File: src/rtl/tx_timing_pkg.sv
// Package with register map, field layout, reset values and types of the lane-timing override bank.
package tx_timing_pkg;

	// ----------------------------------------------------------------
	// Widths
	// ----------------------------------------------------------------
	localparam int ADDR_W = 10;
	localparam int DATA_W = 32;
	localparam int VAL_W = 7;
	localparam int NUM_PARAMS = 3;
	localparam int RATE_W = 3;

	// ----------------------------------------------------------------
	// Register indices, byte address is four times the index
	// ----------------------------------------------------------------
	localparam logic [7:0] TRAIL_INDEX = 8'h66;
	localparam logic [7:0] EXIT_INDEX = 8'h67;
	localparam logic [7:0] TURN_INDEX = 8'h68;
	localparam logic [7:0] RATE_INDEX = 8'h70;
	localparam logic [7:0] STATUS_INDEX = 8'h71;

	// ----------------------------------------------------------------
	// Field positions
	// ----------------------------------------------------------------
	localparam int OVR_FLAG_BIT = 7;
	localparam int STATUS_TRAIL_LSB = 0;
	localparam int STATUS_EXIT_LSB = 8;
	localparam int STATUS_TURN_LSB = 16;
	localparam int STATUS_HS_BIT = 24;

	// ----------------------------------------------------------------
	// Types
	// ----------------------------------------------------------------
	typedef enum logic [RATE_W-1:0] {
		RATE_400,
		RATE_800,
		RATE_1200,
		RATE_1500,
		RATE_1600
	} lane_rate_t;

	typedef enum logic [2:0] {
		SEL_TRAIL,
		SEL_EXIT,
		SEL_TURN,
		SEL_RATE,
		SEL_STATUS,
		SEL_NONE
	} reg_sel_t;

	typedef struct packed {
		logic [VAL_W-1:0] turnaround;
		logic [VAL_W-1:0] exit;
		logic [VAL_W-1:0] trail;
	} timing_set_t;

	// ----------------------------------------------------------------
	// Reset values and automatic timing per lane rate
	// ----------------------------------------------------------------
	localparam lane_rate_t RATE_RESET = RATE_800;
	localparam logic [VAL_W-1:0] TRAIL_RESET = 7'h08;
	localparam logic [VAL_W-1:0] EXIT_RESET = 7'h0b;
	localparam logic [VAL_W-1:0] TURN_RESET = 7'h06;
	localparam logic OVR_FLAG_RESET = 1'h0;
	localparam timing_set_t TIMING_800 = '{turnaround: TURN_RESET, exit: EXIT_RESET, trail: TRAIL_RESET};
	localparam timing_set_t TIMING_400 = '{turnaround: 7'h03, exit: 7'h06, trail: 7'h05};
	localparam timing_set_t TIMING_1200 = '{turnaround: 7'h09, exit: 7'h10, trail: 7'h0b};
	localparam timing_set_t TIMING_1500 = '{turnaround: 7'h0b, exit: 7'h14, trail: 7'h0d};
	localparam timing_set_t TIMING_1600 = '{turnaround: 7'h0c, exit: 7'h16, trail: 7'h0e};

endpackage

File: src/rtl/csi_tx_timing_override.sv
// Lane-timing override register bank of the second camera-serial output port, with APB slave.
//
// Behaviour
// - With the data-trail override flag in bit 7 clear the automatic data-trail time is used, else bits 6:0.
// - With the data-exit override flag in bit 7 clear the automatic data-exit time is used, else bits 6:0.
// - With the turnaround override flag in bit 7 clear the automatic turnaround is used, else bits 6:0.
// - A value field ignores writes and reads the automatic value while its flag is clear, else it is read/write.
// - Data exit resets to 0xB for the default 800 Mbps rate and automatic values follow the lane rate.
`timescale 1ns/1ps
module csi_tx_timing_override (
	input wire logic ref_clk_in,
	input wire logic rst_n_in,
	input wire logic clk_en_in,
	input wire logic psel_in,
	input wire logic penable_in,
	input wire logic pwrite_in,
	input wire logic [tx_timing_pkg::ADDR_W-1:0] paddr_in,
	input wire logic [tx_timing_pkg::DATA_W-1:0] pwdata_in,
	input wire logic [3:0] pstrb_in,
	output logic [tx_timing_pkg::DATA_W-1:0] prdata_out,
	output logic pready_out,
	output logic pslverr_out,
	input wire logic hs_active_in,
	output tx_timing_pkg::timing_set_t lane_timing_out,
	output logic hs_entry_out
);

	// ----------------------------------------------------------------
	// Address decode
	// ----------------------------------------------------------------
	function automatic logic [tx_timing_pkg::ADDR_W-1:0] byte_addr(input logic [7:0] index);
		return {index, 2'b00};
	endfunction

	function automatic tx_timing_pkg::reg_sel_t decode(input logic [tx_timing_pkg::ADDR_W-1:0] addr);
		tx_timing_pkg::reg_sel_t sel;
		sel = tx_timing_pkg::SEL_NONE;
		if (addr == byte_addr(tx_timing_pkg::TRAIL_INDEX)) begin
			sel = tx_timing_pkg::SEL_TRAIL;
		end else if (addr == byte_addr(tx_timing_pkg::EXIT_INDEX)) begin
			sel = tx_timing_pkg::SEL_EXIT;
		end else if (addr == byte_addr(tx_timing_pkg::TURN_INDEX)) begin
			sel = tx_timing_pkg::SEL_TURN;
		end else if (addr == byte_addr(tx_timing_pkg::RATE_INDEX)) begin
			sel = tx_timing_pkg::SEL_RATE;
		end else if (addr == byte_addr(tx_timing_pkg::STATUS_INDEX)) begin
			sel = tx_timing_pkg::SEL_STATUS;
		end
		return sel;
	endfunction

	// Parameter slot 0 is data trail, 1 is data exit, 2 is turnaround.
	function automatic logic [1:0] slot_of(input tx_timing_pkg::reg_sel_t sel);
		logic [1:0] slot;
		slot = 2'h3;
		if (sel == tx_timing_pkg::SEL_TRAIL) begin
			slot = 2'h0;
		end else if (sel == tx_timing_pkg::SEL_EXIT) begin
			slot = 2'h1;
		end else if (sel == tx_timing_pkg::SEL_TURN) begin
			slot = 2'h2;
		end
		return slot;
	endfunction

	// ----------------------------------------------------------------
	// Bus phase decode
	// ----------------------------------------------------------------
	tx_timing_pkg::reg_sel_t sel;
	logic [1:0] wr_slot;
	logic setup_phase;
	logic access_done;
	logic wr_ok;
	logic lane0_wr;

	assign sel = decode(paddr_in);
	assign wr_slot = slot_of(sel);
	assign setup_phase = clk_en_in && psel_in && !penable_in;
	// Zero wait states: the access phase completes on its first enabled edge.
	assign pready_out = clk_en_in;
	assign access_done = clk_en_in && psel_in && penable_in;
	assign lane0_wr = pstrb_in[0];
	assign wr_ok = access_done && pwrite_in && lane0_wr && (sel != tx_timing_pkg::SEL_NONE);

	// ----------------------------------------------------------------
	// Lane rate select and automatic timing
	// ----------------------------------------------------------------
	tx_timing_pkg::lane_rate_t rate_ff;
	tx_timing_pkg::timing_set_t auto_timing;
	logic [tx_timing_pkg::RATE_W-1:0] rate_wdata;

	assign rate_wdata = pwdata_in[tx_timing_pkg::RATE_W-1:0];

	// Codes beyond the last defined rate are ignored so the rate is always legal.
	always_ff @(posedge ref_clk_in or negedge rst_n_in) begin
		if (!rst_n_in) begin
			rate_ff <= tx_timing_pkg::RATE_RESET;
		end else if (wr_ok && sel == tx_timing_pkg::SEL_RATE) begin
			if (rate_wdata <= tx_timing_pkg::RATE_1600) begin
				rate_ff <= tx_timing_pkg::lane_rate_t'(rate_wdata);
			end
		end
	end

	lane_timing_calc u_calc (
		.ref_clk_in(ref_clk_in),
		.rst_n_in(rst_n_in),
		.clk_en_in(clk_en_in),
		.rate_in(rate_ff),
		.auto_timing_out(auto_timing)
	);

	// ----------------------------------------------------------------
	// Override flags and held values
	// ----------------------------------------------------------------
	logic [tx_timing_pkg::VAL_W-1:0] auto_val [tx_timing_pkg::NUM_PARAMS];
	logic [tx_timing_pkg::VAL_W-1:0] held_ff [tx_timing_pkg::NUM_PARAMS];
	logic [tx_timing_pkg::VAL_W-1:0] eff_val [tx_timing_pkg::NUM_PARAMS];
	logic [tx_timing_pkg::VAL_W-1:0] reset_val [tx_timing_pkg::NUM_PARAMS];
	logic ovr_ff [tx_timing_pkg::NUM_PARAMS];
	logic wr_flag;
	logic [tx_timing_pkg::VAL_W-1:0] wr_value;

	assign auto_val[0] = auto_timing.trail;
	assign auto_val[1] = auto_timing.exit;
	assign auto_val[2] = auto_timing.turnaround;
	assign reset_val[0] = tx_timing_pkg::TRAIL_RESET;
	assign reset_val[1] = tx_timing_pkg::EXIT_RESET;
	assign reset_val[2] = tx_timing_pkg::TURN_RESET;
	assign wr_flag = pwdata_in[tx_timing_pkg::OVR_FLAG_BIT];
	assign wr_value = pwdata_in[tx_timing_pkg::VAL_W-1:0];

	genvar g;
	generate
		for (g = 0; g < tx_timing_pkg::NUM_PARAMS; g++) begin : gen_param
			logic hit;

			assign hit = wr_ok && (wr_slot == 2'(g));

			always_ff @(posedge ref_clk_in or negedge rst_n_in) begin
				if (!rst_n_in) begin
					ovr_ff[g] <= tx_timing_pkg::OVR_FLAG_RESET;
				end else if (hit) begin
					ovr_ff[g] <= wr_flag;
				end
			end

			// While the flag is clear the held value shadows the automatic one and writes are dropped,
			// so setting the flag starts from the value software last read.
			always_ff @(posedge ref_clk_in or negedge rst_n_in) begin
				if (!rst_n_in) begin
					held_ff[g] <= reset_val[g];
				end else if (clk_en_in) begin
					if (!ovr_ff[g]) begin
						held_ff[g] <= auto_val[g];
					end else if (hit) begin
						held_ff[g] <= wr_value;
					end
				end
			end
		end
	endgenerate

	assign eff_val[0] = ovr_ff[0] ? held_ff[0] : auto_val[0];
	assign eff_val[1] = ovr_ff[1] ? held_ff[1] : auto_val[1];
	assign eff_val[2] = ovr_ff[2] ? held_ff[2] : auto_val[2];

	// ----------------------------------------------------------------
	// High-speed entry and applied timing
	// ----------------------------------------------------------------
	typedef enum logic {
		LINK_LP,
		LINK_HS
	} link_state_t;

	link_state_t link_ff;
	link_state_t nxt_link;
	tx_timing_pkg::timing_set_t applied_ff;
	tx_timing_pkg::timing_set_t nxt_applied;
	logic entry;

	always_comb begin
		nxt_link = link_ff;
		entry = 1'b0;
		unique case (link_ff)
			LINK_LP: begin
				if (hs_active_in) begin
					nxt_link = LINK_HS;
					entry = 1'b1;
				end
			end
			LINK_HS: begin
				if (!hs_active_in) begin
					nxt_link = LINK_LP;
				end
			end
		endcase
	end

	always_comb begin
		nxt_applied.trail = eff_val[0];
		nxt_applied.exit = eff_val[1];
		nxt_applied.turnaround = eff_val[2];
	end

	always_ff @(posedge ref_clk_in or negedge rst_n_in) begin
		if (!rst_n_in) begin
			link_ff <= LINK_LP;
		end else if (clk_en_in) begin
			link_ff <= nxt_link;
		end
	end

	// The timing is taken at each entry into high speed and held through the burst.
	always_ff @(posedge ref_clk_in or negedge rst_n_in) begin
		if (!rst_n_in) begin
			applied_ff <= tx_timing_pkg::TIMING_800;
			hs_entry_out <= 1'b0;
		end else if (clk_en_in) begin
			hs_entry_out <= entry;
			if (entry) begin
				applied_ff <= nxt_applied;
			end
		end
	end

	assign lane_timing_out = applied_ff;

	// ----------------------------------------------------------------
	// Read data and error response
	// ----------------------------------------------------------------
	logic [tx_timing_pkg::DATA_W-1:0] rd_word;
	logic [1:0] rd_slot;

	assign rd_slot = slot_of(sel);

	always_comb begin
		rd_word = '0;
		unique case (sel)
			tx_timing_pkg::SEL_TRAIL, tx_timing_pkg::SEL_EXIT, tx_timing_pkg::SEL_TURN: begin
				rd_word[tx_timing_pkg::OVR_FLAG_BIT] = ovr_ff[rd_slot];
				rd_word[tx_timing_pkg::VAL_W-1:0] = eff_val[rd_slot];
			end
			tx_timing_pkg::SEL_RATE: begin
				rd_word[tx_timing_pkg::RATE_W-1:0] = rate_ff;
			end
			tx_timing_pkg::SEL_STATUS: begin
				rd_word[tx_timing_pkg::STATUS_TRAIL_LSB +: tx_timing_pkg::VAL_W] = applied_ff.trail;
				rd_word[tx_timing_pkg::STATUS_EXIT_LSB +: tx_timing_pkg::VAL_W] = applied_ff.exit;
				rd_word[tx_timing_pkg::STATUS_TURN_LSB +: tx_timing_pkg::VAL_W] = applied_ff.turnaround;
				rd_word[tx_timing_pkg::STATUS_HS_BIT] = (link_ff == LINK_HS);
			end
			tx_timing_pkg::SEL_NONE: begin
				rd_word = '0;
			end
			default: begin
				rd_word = '0;
			end
		endcase
	end

	// Read data and the error flag are captured in the setup cycle and stand through the access phase.
	always_ff @(posedge ref_clk_in or negedge rst_n_in) begin
		if (!rst_n_in) begin
			prdata_out <= '0;
			pslverr_out <= 1'b0;
		end else if (setup_phase) begin
			prdata_out <= pwrite_in ? '0 : rd_word;
			pslverr_out <= (sel == tx_timing_pkg::SEL_NONE);
		end
	end

endmodule

File: src/rtl/lane_timing_calc.sv
// Automatic lane-timing calculation from the selected output lane rate.
`timescale 1ns/1ps
module lane_timing_calc (
	input wire logic ref_clk_in,
	input wire logic rst_n_in,
	input wire logic clk_en_in,
	input wire tx_timing_pkg::lane_rate_t rate_in,
	output tx_timing_pkg::timing_set_t auto_timing_out
);

	// ----------------------------------------------------------------
	// Rate lookup
	// ----------------------------------------------------------------
	function automatic tx_timing_pkg::timing_set_t lookup(input tx_timing_pkg::lane_rate_t rate);
		tx_timing_pkg::timing_set_t set;
		set = tx_timing_pkg::TIMING_800;
		unique case (rate)
			tx_timing_pkg::RATE_400: set = tx_timing_pkg::TIMING_400;
			tx_timing_pkg::RATE_800: set = tx_timing_pkg::TIMING_800;
			tx_timing_pkg::RATE_1200: set = tx_timing_pkg::TIMING_1200;
			tx_timing_pkg::RATE_1500: set = tx_timing_pkg::TIMING_1500;
			tx_timing_pkg::RATE_1600: set = tx_timing_pkg::TIMING_1600;
			default: set = tx_timing_pkg::TIMING_800;
		endcase
		return set;
	endfunction

	// ----------------------------------------------------------------
	// Registered result
	// ----------------------------------------------------------------
	tx_timing_pkg::timing_set_t auto_ff;

	// The automatic values track every change of the lane rate.
	always_ff @(posedge ref_clk_in or negedge rst_n_in) begin
		if (!rst_n_in) begin
			auto_ff <= tx_timing_pkg::TIMING_800;
		end else if (clk_en_in) begin
			auto_ff <= lookup(rate_in);
		end
	end

	assign auto_timing_out = auto_ff;

endmodule

File: config.mk
export PLATFORM = sky130hd
export DESIGN_NAME = csi_tx_timing_override
export DESIGN_NICKNAME = d
export VERILOG_FILES = /design/src/rtl/tx_timing_pkg.sv /design/src/rtl/csi_tx_timing_override.sv /design/src/rtl/lane_timing_calc.sv
export SDC_FILE = /design/constraint.sdc
export NUM_CORES = 1
export LEC_CHECK = 0
export ABC_AREA = 1
export BUFFER_PORTS_ARGS = -buffer_cell sky130_fd_sc_hd__buf_2
export CORE_MARGIN = 3
export CORE_UTILIZATION = 35
export CTS_BUF_LIST = sky130_fd_sc_hd__clkbuf_4 sky130_fd_sc_hd__clkbuf_8
export DETAILED_ROUTE_END_ITERATION = 10
export PLACE_DENSITY = 0.64
export SKIP_LAST_GASP = 1
export SLEW_MARGIN = 25
export SYNTH_ARGS = -nofsm -noshare
export SYNTH_HDL_FRONTEND = slang
export SYNTH_SLANG_ARGS = --single-unit
File: constraint.sdc
create_clock -name ref_clk_in -period 2.5 [get_ports ref_clk_in]
set_clock_uncertainty 0.05 [all_clocks]
set_input_delay 0.125 -clock ref_clk_in [delete_from_list [all_inputs] [get_ports ref_clk_in]]
set_output_delay 0.125 -clock ref_clk_in [all_outputs]
set_load 0.02 [all_outputs]
* Yosys cells after proc, flatten, opt, wreduce, memory -nomap -nowiden
Cells that the tools add are included.
** Storage, ports and cells
- Register bits :: 104
- Bits in latches :: 0
- Bits in writable memories :: 0
- ROM bits :: 0
- Bits of input ports :: 53
- Output and inout bits :: 56
- Logic and storage cells :: 92
- Memories kept :: 0
** Operators by class
- $add $sub $neg :: 0
- $mul :: 0
- Divide/modulo/power cells :: 0
- Order comparisons :: 2
- Equal/unequal tests :: 19
- Shift-type cells :: 0
- Multiplexer cells :: 33
- Bitwise gates (word level) :: 1
- Reductions and logical operators :: 20
** Operator list (number)
- $mux 7 :: 13
- $pmux 18 s4 :: 1
- $eq 10x9->1 const B :: 5
- $mux 25 :: 1
- $bmux 7 s2 :: 1
- $eq 3x2->1 const B :: 4
- $mux 3 :: 4
- $logic_and 1x1->1 :: 10
- $reduce_and 2->1 :: 5
- $eq 3x3->1 const B :: 3
- $pmux 3 s3 :: 1
- $mux 1 :: 8
- $pmux 4 s2 :: 1
- $logic_not 3->1 :: 2
- $ne 2x1->1 const B :: 3
- $mux 2 :: 2
- $eq 3x1->1 const B :: 1
- $ge 3x3->1 const B :: 1
- $le 3x3->1 const B :: 1
- $ne 3x3->1 const B :: 1
- $not 2->3 :: 1
- $reduce_or 3->1 :: 1
- $bmux 1 s2 :: 1
- $eq 2x1->1 const B :: 1
- 3 further kinds :: 3

* Logic depth before layout (Yosys ltp)
- Word-level depth :: 16
- Depth in mapped cells :: 11

* By module
A second synthesis with hierarchy kept.
** Second synthesis, totals
- Cells, all modules :: 561
- Area total of the unflattened synthesis :: 4416.7 um^2
** Modules (own cells, without submodules)
- csi_tx_timing_override :: instances 1, cells an instance 501, area each 3915.0 um^2, seq. area each 1868.0 um^2
- lane_timing_calc :: instances 1, cells an instance 60, area each 501.7 um^2, seq. area each 231.5 um^2

* Worst setup path before layout
No wires, ideal clock.
- Path kind :: reg-to-reg
- From :: reg ovr_ff[1] in the netlist's numbering
- To :: reg prdata_out[5] in the netlist's numbering
- Arrival :: 1153 ps
- Required time :: 2384 ps
- Setup slack :: 1231 ps
- Cell stages (with the launch flop) :: 9
- Period minus slack after synthesis :: 1269 ps
- Cell sequence :: dfrtp_1 buf_2 clkbuf_1 nand2_1 nand3_1 nand3_1 nand2_1 nand2_1 nand2_1
** Between the ends
- Longest elaborated chain between the ends :: 6
** RTL lines
- from (decl) :: line csi_tx_timing_override.sv:120 : logic ovr_ff [tx_timing_pkg::NUM_PARAMS];
- from (signal, indexed assignment) :: line csi_tx_timing_override.sv:142 : ovr_ff[g] <= tx_timing_pkg::OVR_FLAG_RESET;
- from (signal, indexed assignment) :: line csi_tx_timing_override.sv:144 : ovr_ff[g] <= wr_flag;
- $mux 7 :: line csi_tx_timing_override.sv:165 : assign eff_val[1] = ovr_ff[1] ? held_ff[1] : auto_val[1];
- $bmux 7 s2 :: line csi_tx_timing_override.sv:242 : rd_word[tx_timing_pkg::VAL_W-1:0] = eff_val[rd_slot];
- $mux 7 (implied by the code) (2 in a row) :: line csi_tx_timing_override.sv:242
- $pmux 4 s2 :: line csi_tx_timing_override.sv:239 : unique case (sel)
- $mux 25 :: line csi_tx_timing_override.sv:268 : prdata_out <= pwrite_in ? '0 : rd_word;
- to (signal assigned) :: line csi_tx_timing_override.sv:268
- to (decl) :: line csi_tx_timing_override.sv:20 : output logic [tx_timing_pkg::DATA_W-1:0] prdata_out,
No other way between the ends. The select of a mux whose other input is x is not followed.
A chain may end at the register's enable or synchronous reset.

* Worst setup path in the final report
- From :: reg ovr_ff[0] in the netlist's numbering
- To :: reg prdata_out[2] in the netlist's numbering
** Between the ends
- Longest elaborated chain between the ends :: 6
** RTL lines
- $mux 7 :: line csi_tx_timing_override.sv:166 : assign eff_val[2] = ovr_ff[2] ? held_ff[2] : auto_val[2];
- $bmux 7 s2 :: line csi_tx_timing_override.sv:242
- $mux 7 (implied by the code) (2 in a row) :: line csi_tx_timing_override.sv:242
- $pmux 3 s3 :: line csi_tx_timing_override.sv:239
- $mux 25 :: line csi_tx_timing_override.sv:268
No other way between the ends. The select of a mux whose other input is x is not followed.

==> results.cfg <==
[finish]
nFillCells = 1164
fin_nets = 657
area_growth_pct = 16.6
drive_gt1_share_pct = 24.5
num_antenna_cells = 0

[power_and_ir_drop]
power.density_mw_per_mm2 = 570
leakagePower_nw = 2.45
ir_worst_vdd_uv = 235
total_power_w = 0.00277

[sta]
hold_viol = 0
slew_violations = 0
finalCriticalPeriod_ps = 1790
maxSlewHeadroom_pct = 38.2
setup_viol = 0
max_freq_mhz = 558
fin_setup_tns_ps = 0
tightest_slew_ps = 926
rsz0062_at_grt = false
fin_crit_sh_pct = 71.7

[placement]
portBuffers = 72
finalWeightedCongestion = 0.842
dp_hpwl_mm = 7.71

[synth]
yosys_most_used_dff = dfrtp_1
synth_warnings = 0
synthCells = 532
synth_cell_type_count = 29
syn_area_mm2 = 0.00418
async_flop_share_pct = 100
synth-edff-count = 0
syn_avg_cell_area_um2 = 7.85
synth-seq-cells = 83
seq_area_frac_synth_pct = 50.3

[worst_setup_path]
reg2reg_from = ovr_ff[0]$_DFFE_PN0P_
cp_common_cell = nand2_1
endpoint_kind = flip-flop
r2r-end = prdata_out[2]$_DFFE_PN0P_
critPathLaunchType = flip-flop
crit_path_end = prdata_out[2]$_DFFE_PN0P_
required_ps = 2690
crit_arrival_ps = 1980
reg2reg_depth = 9
crit_slowest_cell = dfrtp_1
path_cells = inv_1 > nand2_1 > nand2_1 > nand3_1 > nand2_1 > nor2_1 > nand2_1 > nand2_1 > nand2_1
rrSetupSlack_ps = 710
path_class = reg2reg
crit_start = ovr_ff[0]$_DFFE_PN0P_
cp_max_fo = 16
max_stage_delay_ps = 740

[global_routing]
grt_usage_pct = 16.1
overflow = 0
grt_pass1_vias = 3456
antenna_found_initial = 1
grt_max_degree = 51
grt_pass1_wl_mm = 17.1

[detailed_routing]
drtPass1Iterations = 4
via_per_inst = 4.92
drt-wirelength-per-cell_um = 13.9
antenna_left = 0
num_vias = 3698
first_iter_violations = 293
wirelength_mm = 10.5
drcViolationCount = 0

[min_path]
hp-class = in2reg
holdPathStages = 3

[cts]
clkSinkCount = 83
cts_inserted_buffers = 9
clock_path_buffers = 2
root_buffer = clkbuf_8
clk_pin_slew_ps = 80
cts_tree = yes
cts_setup_buffers = 0
cts_max_level = 3
clk_latency_ps = 340

[floorplanning]
chipHeight_um = 115
dieArea_mm2 = 0.0133
rows = 39
initial_utilization_pct = 36.3
die_x_um = 115
pin_count = 109
core_mm2 = 0.0115

[status]
status = finished, final reports clean

[job]
cap_violations = 0
power by group:
group / total, W / leakage, nW / switching, W / internal (W)
registers: 0.00147 / 1.05 / 0.0000418 / 0.00142
logic: 0.000341 / 1.30 / 0.000239 / 0.000102
clock network: 0.000967 / 0.103 / 0.000471 / 0.000495
total: 0.00277 / 2.45 / 0.000752 / 0.00202
area by class of cell:
| cell class | instances | area, um^2 | share of cell area (%) |
|---|---|---|---|
| Timing Repair Buffer | 81 | 458 | 9.41 |
| Inverter | 48 | 180 | 3.70 |
| Clock buffer | 11 | 145 | 2.98 |
| Multi-Input combinational cell | 381 | 1750 | 36.0 |
| Clock inverter | 5 | 52.6 | 1.08 |
| Tap cell | 143 | 179 | 3.68 |
| Sequential cell | 83 | 2100 | 43.1 |
synthesized netlist by cell type, types with 5 or more instances:
master | instances | share of area (%)
a21oi_1 | 23 | 2.8
buf_2 | 8 | 0.96
buf_4 | 11 | 2.0
clkbuf_1 | 7 | 0.63
dfrtp_1 | 65 | 39
dfstp_2 | 18 | 11
inv_1 | 38 | 3.4
inv_2 | 9 | 0.81
nand2_1 | 183 | 16
nand2_2 | 6 | 0.90
nand3_1 | 32 | 3.8
nor2_1 | 34 | 3.1
nor2_2 | 6 | 0.90
o21ai_0 | 30 | 3.6
o21ai_1 | 18 | 2.2
o21ai_2 | 17 | 3.6
o31ai_1 | 5 | 0.90
routing by layer:
layer / wire (um) / global-route usage [%] / vias to the layer above
li1: - / - / 1830
met1: 4920 / 21.5 / 1750
met2: 4780 / 25.5 / 102
met3: 606 / 3.79 / 14
met4: 175 / 6.42 / 2
met5: 13 / 0 / -
worst min path at each step:
stage	start	to	slack, ps
finish	pwdata_in[6]	held_ff[20]$_DFFE_PN0P_	30
detailed placement	rst_n_in	prdata_out[17]$_DFFE_PN0P_	140
global placement	rst_n_in	prdata_out[17]$_DFFE_PN0P_	140
floorplan	rst_n_in	held_ff[0]$_DFFE_PN0P_	-220
global route	pwdata_in[6]	held_ff[6]$_DFFE_PN0P_	20
CTS	pwdata_in[6]	held_ff[20]$_DFFE_PN0P_	5
state kept, by name, summed over array words and instances (netlist names):
signal,flops
prdata_out,23
rate_ff,3
link_ff,1
ovr_ff,3
u_calc.auto_timing_out,9
hs_entry_out,1
held_ff,21
lane_timing_out,21
pslverr_out,1
cell families (layout without fill, tap and decap cells):
| family | after synthesis | in the layout | synth area share (%) |
|---|---|---|---|
| AO/OA/AOI/OAI | 101 | 101 | 14.4 |
| other | 1 | 9 | 0.0898 |
| buffers and inverters | 76 | 145 | 8.42 |
| AND/OR/NAND/NOR | 271 | 271 | 26.8 |
| flip-flops | 83 | 83 | 50.3 |
critical path: cells and delay by family, from the launching register on:
kind | cells | cell delay, ps
buffers and inverters | 1 | 220
DFF | 1 | 740
and+or+nand+nor | 8 | 670
timing repair:
| item | 4_1_cts | 5_1_grt |
|---|---|---|
| resized for setup | 0 | 0 |
| hold buffers | 6 | 0 |
| hold endpoints to repair | 48 | 0 |
cell usage in the layout (no fill, tap or decap), types with 6 or more instances in the layout:
cell type      instances
nor2_1                34
inv_2                  9
inv_1                 38
o21ai_0               30
dfrtp_1               65
nor2_2                 6
nand2_1              183
nand3_1               32
conb_1                 9
o21ai_2               17
a21oi_1               23
o21ai_1               18
buf_2                 71
nand2_2                6
dfstp_2               18
dlygate4sd3_1          6
clkbuf_8              10
through the flow:
stage	area (um^2)	util, %	hold WS, ps	setup slack [ps]	cells
final	4870	42.3	25.1	707	752
after detailed placement	4610	40.0	145	679	730
after CTS	4870	42.3	5.45	735	752
after floorplan	4210	-	-221	1230	540
after global routing	4870	42.3	23.8	471	752
after global placement	4610	40.0	142	738	730
(Power assumes the default switching activity.)
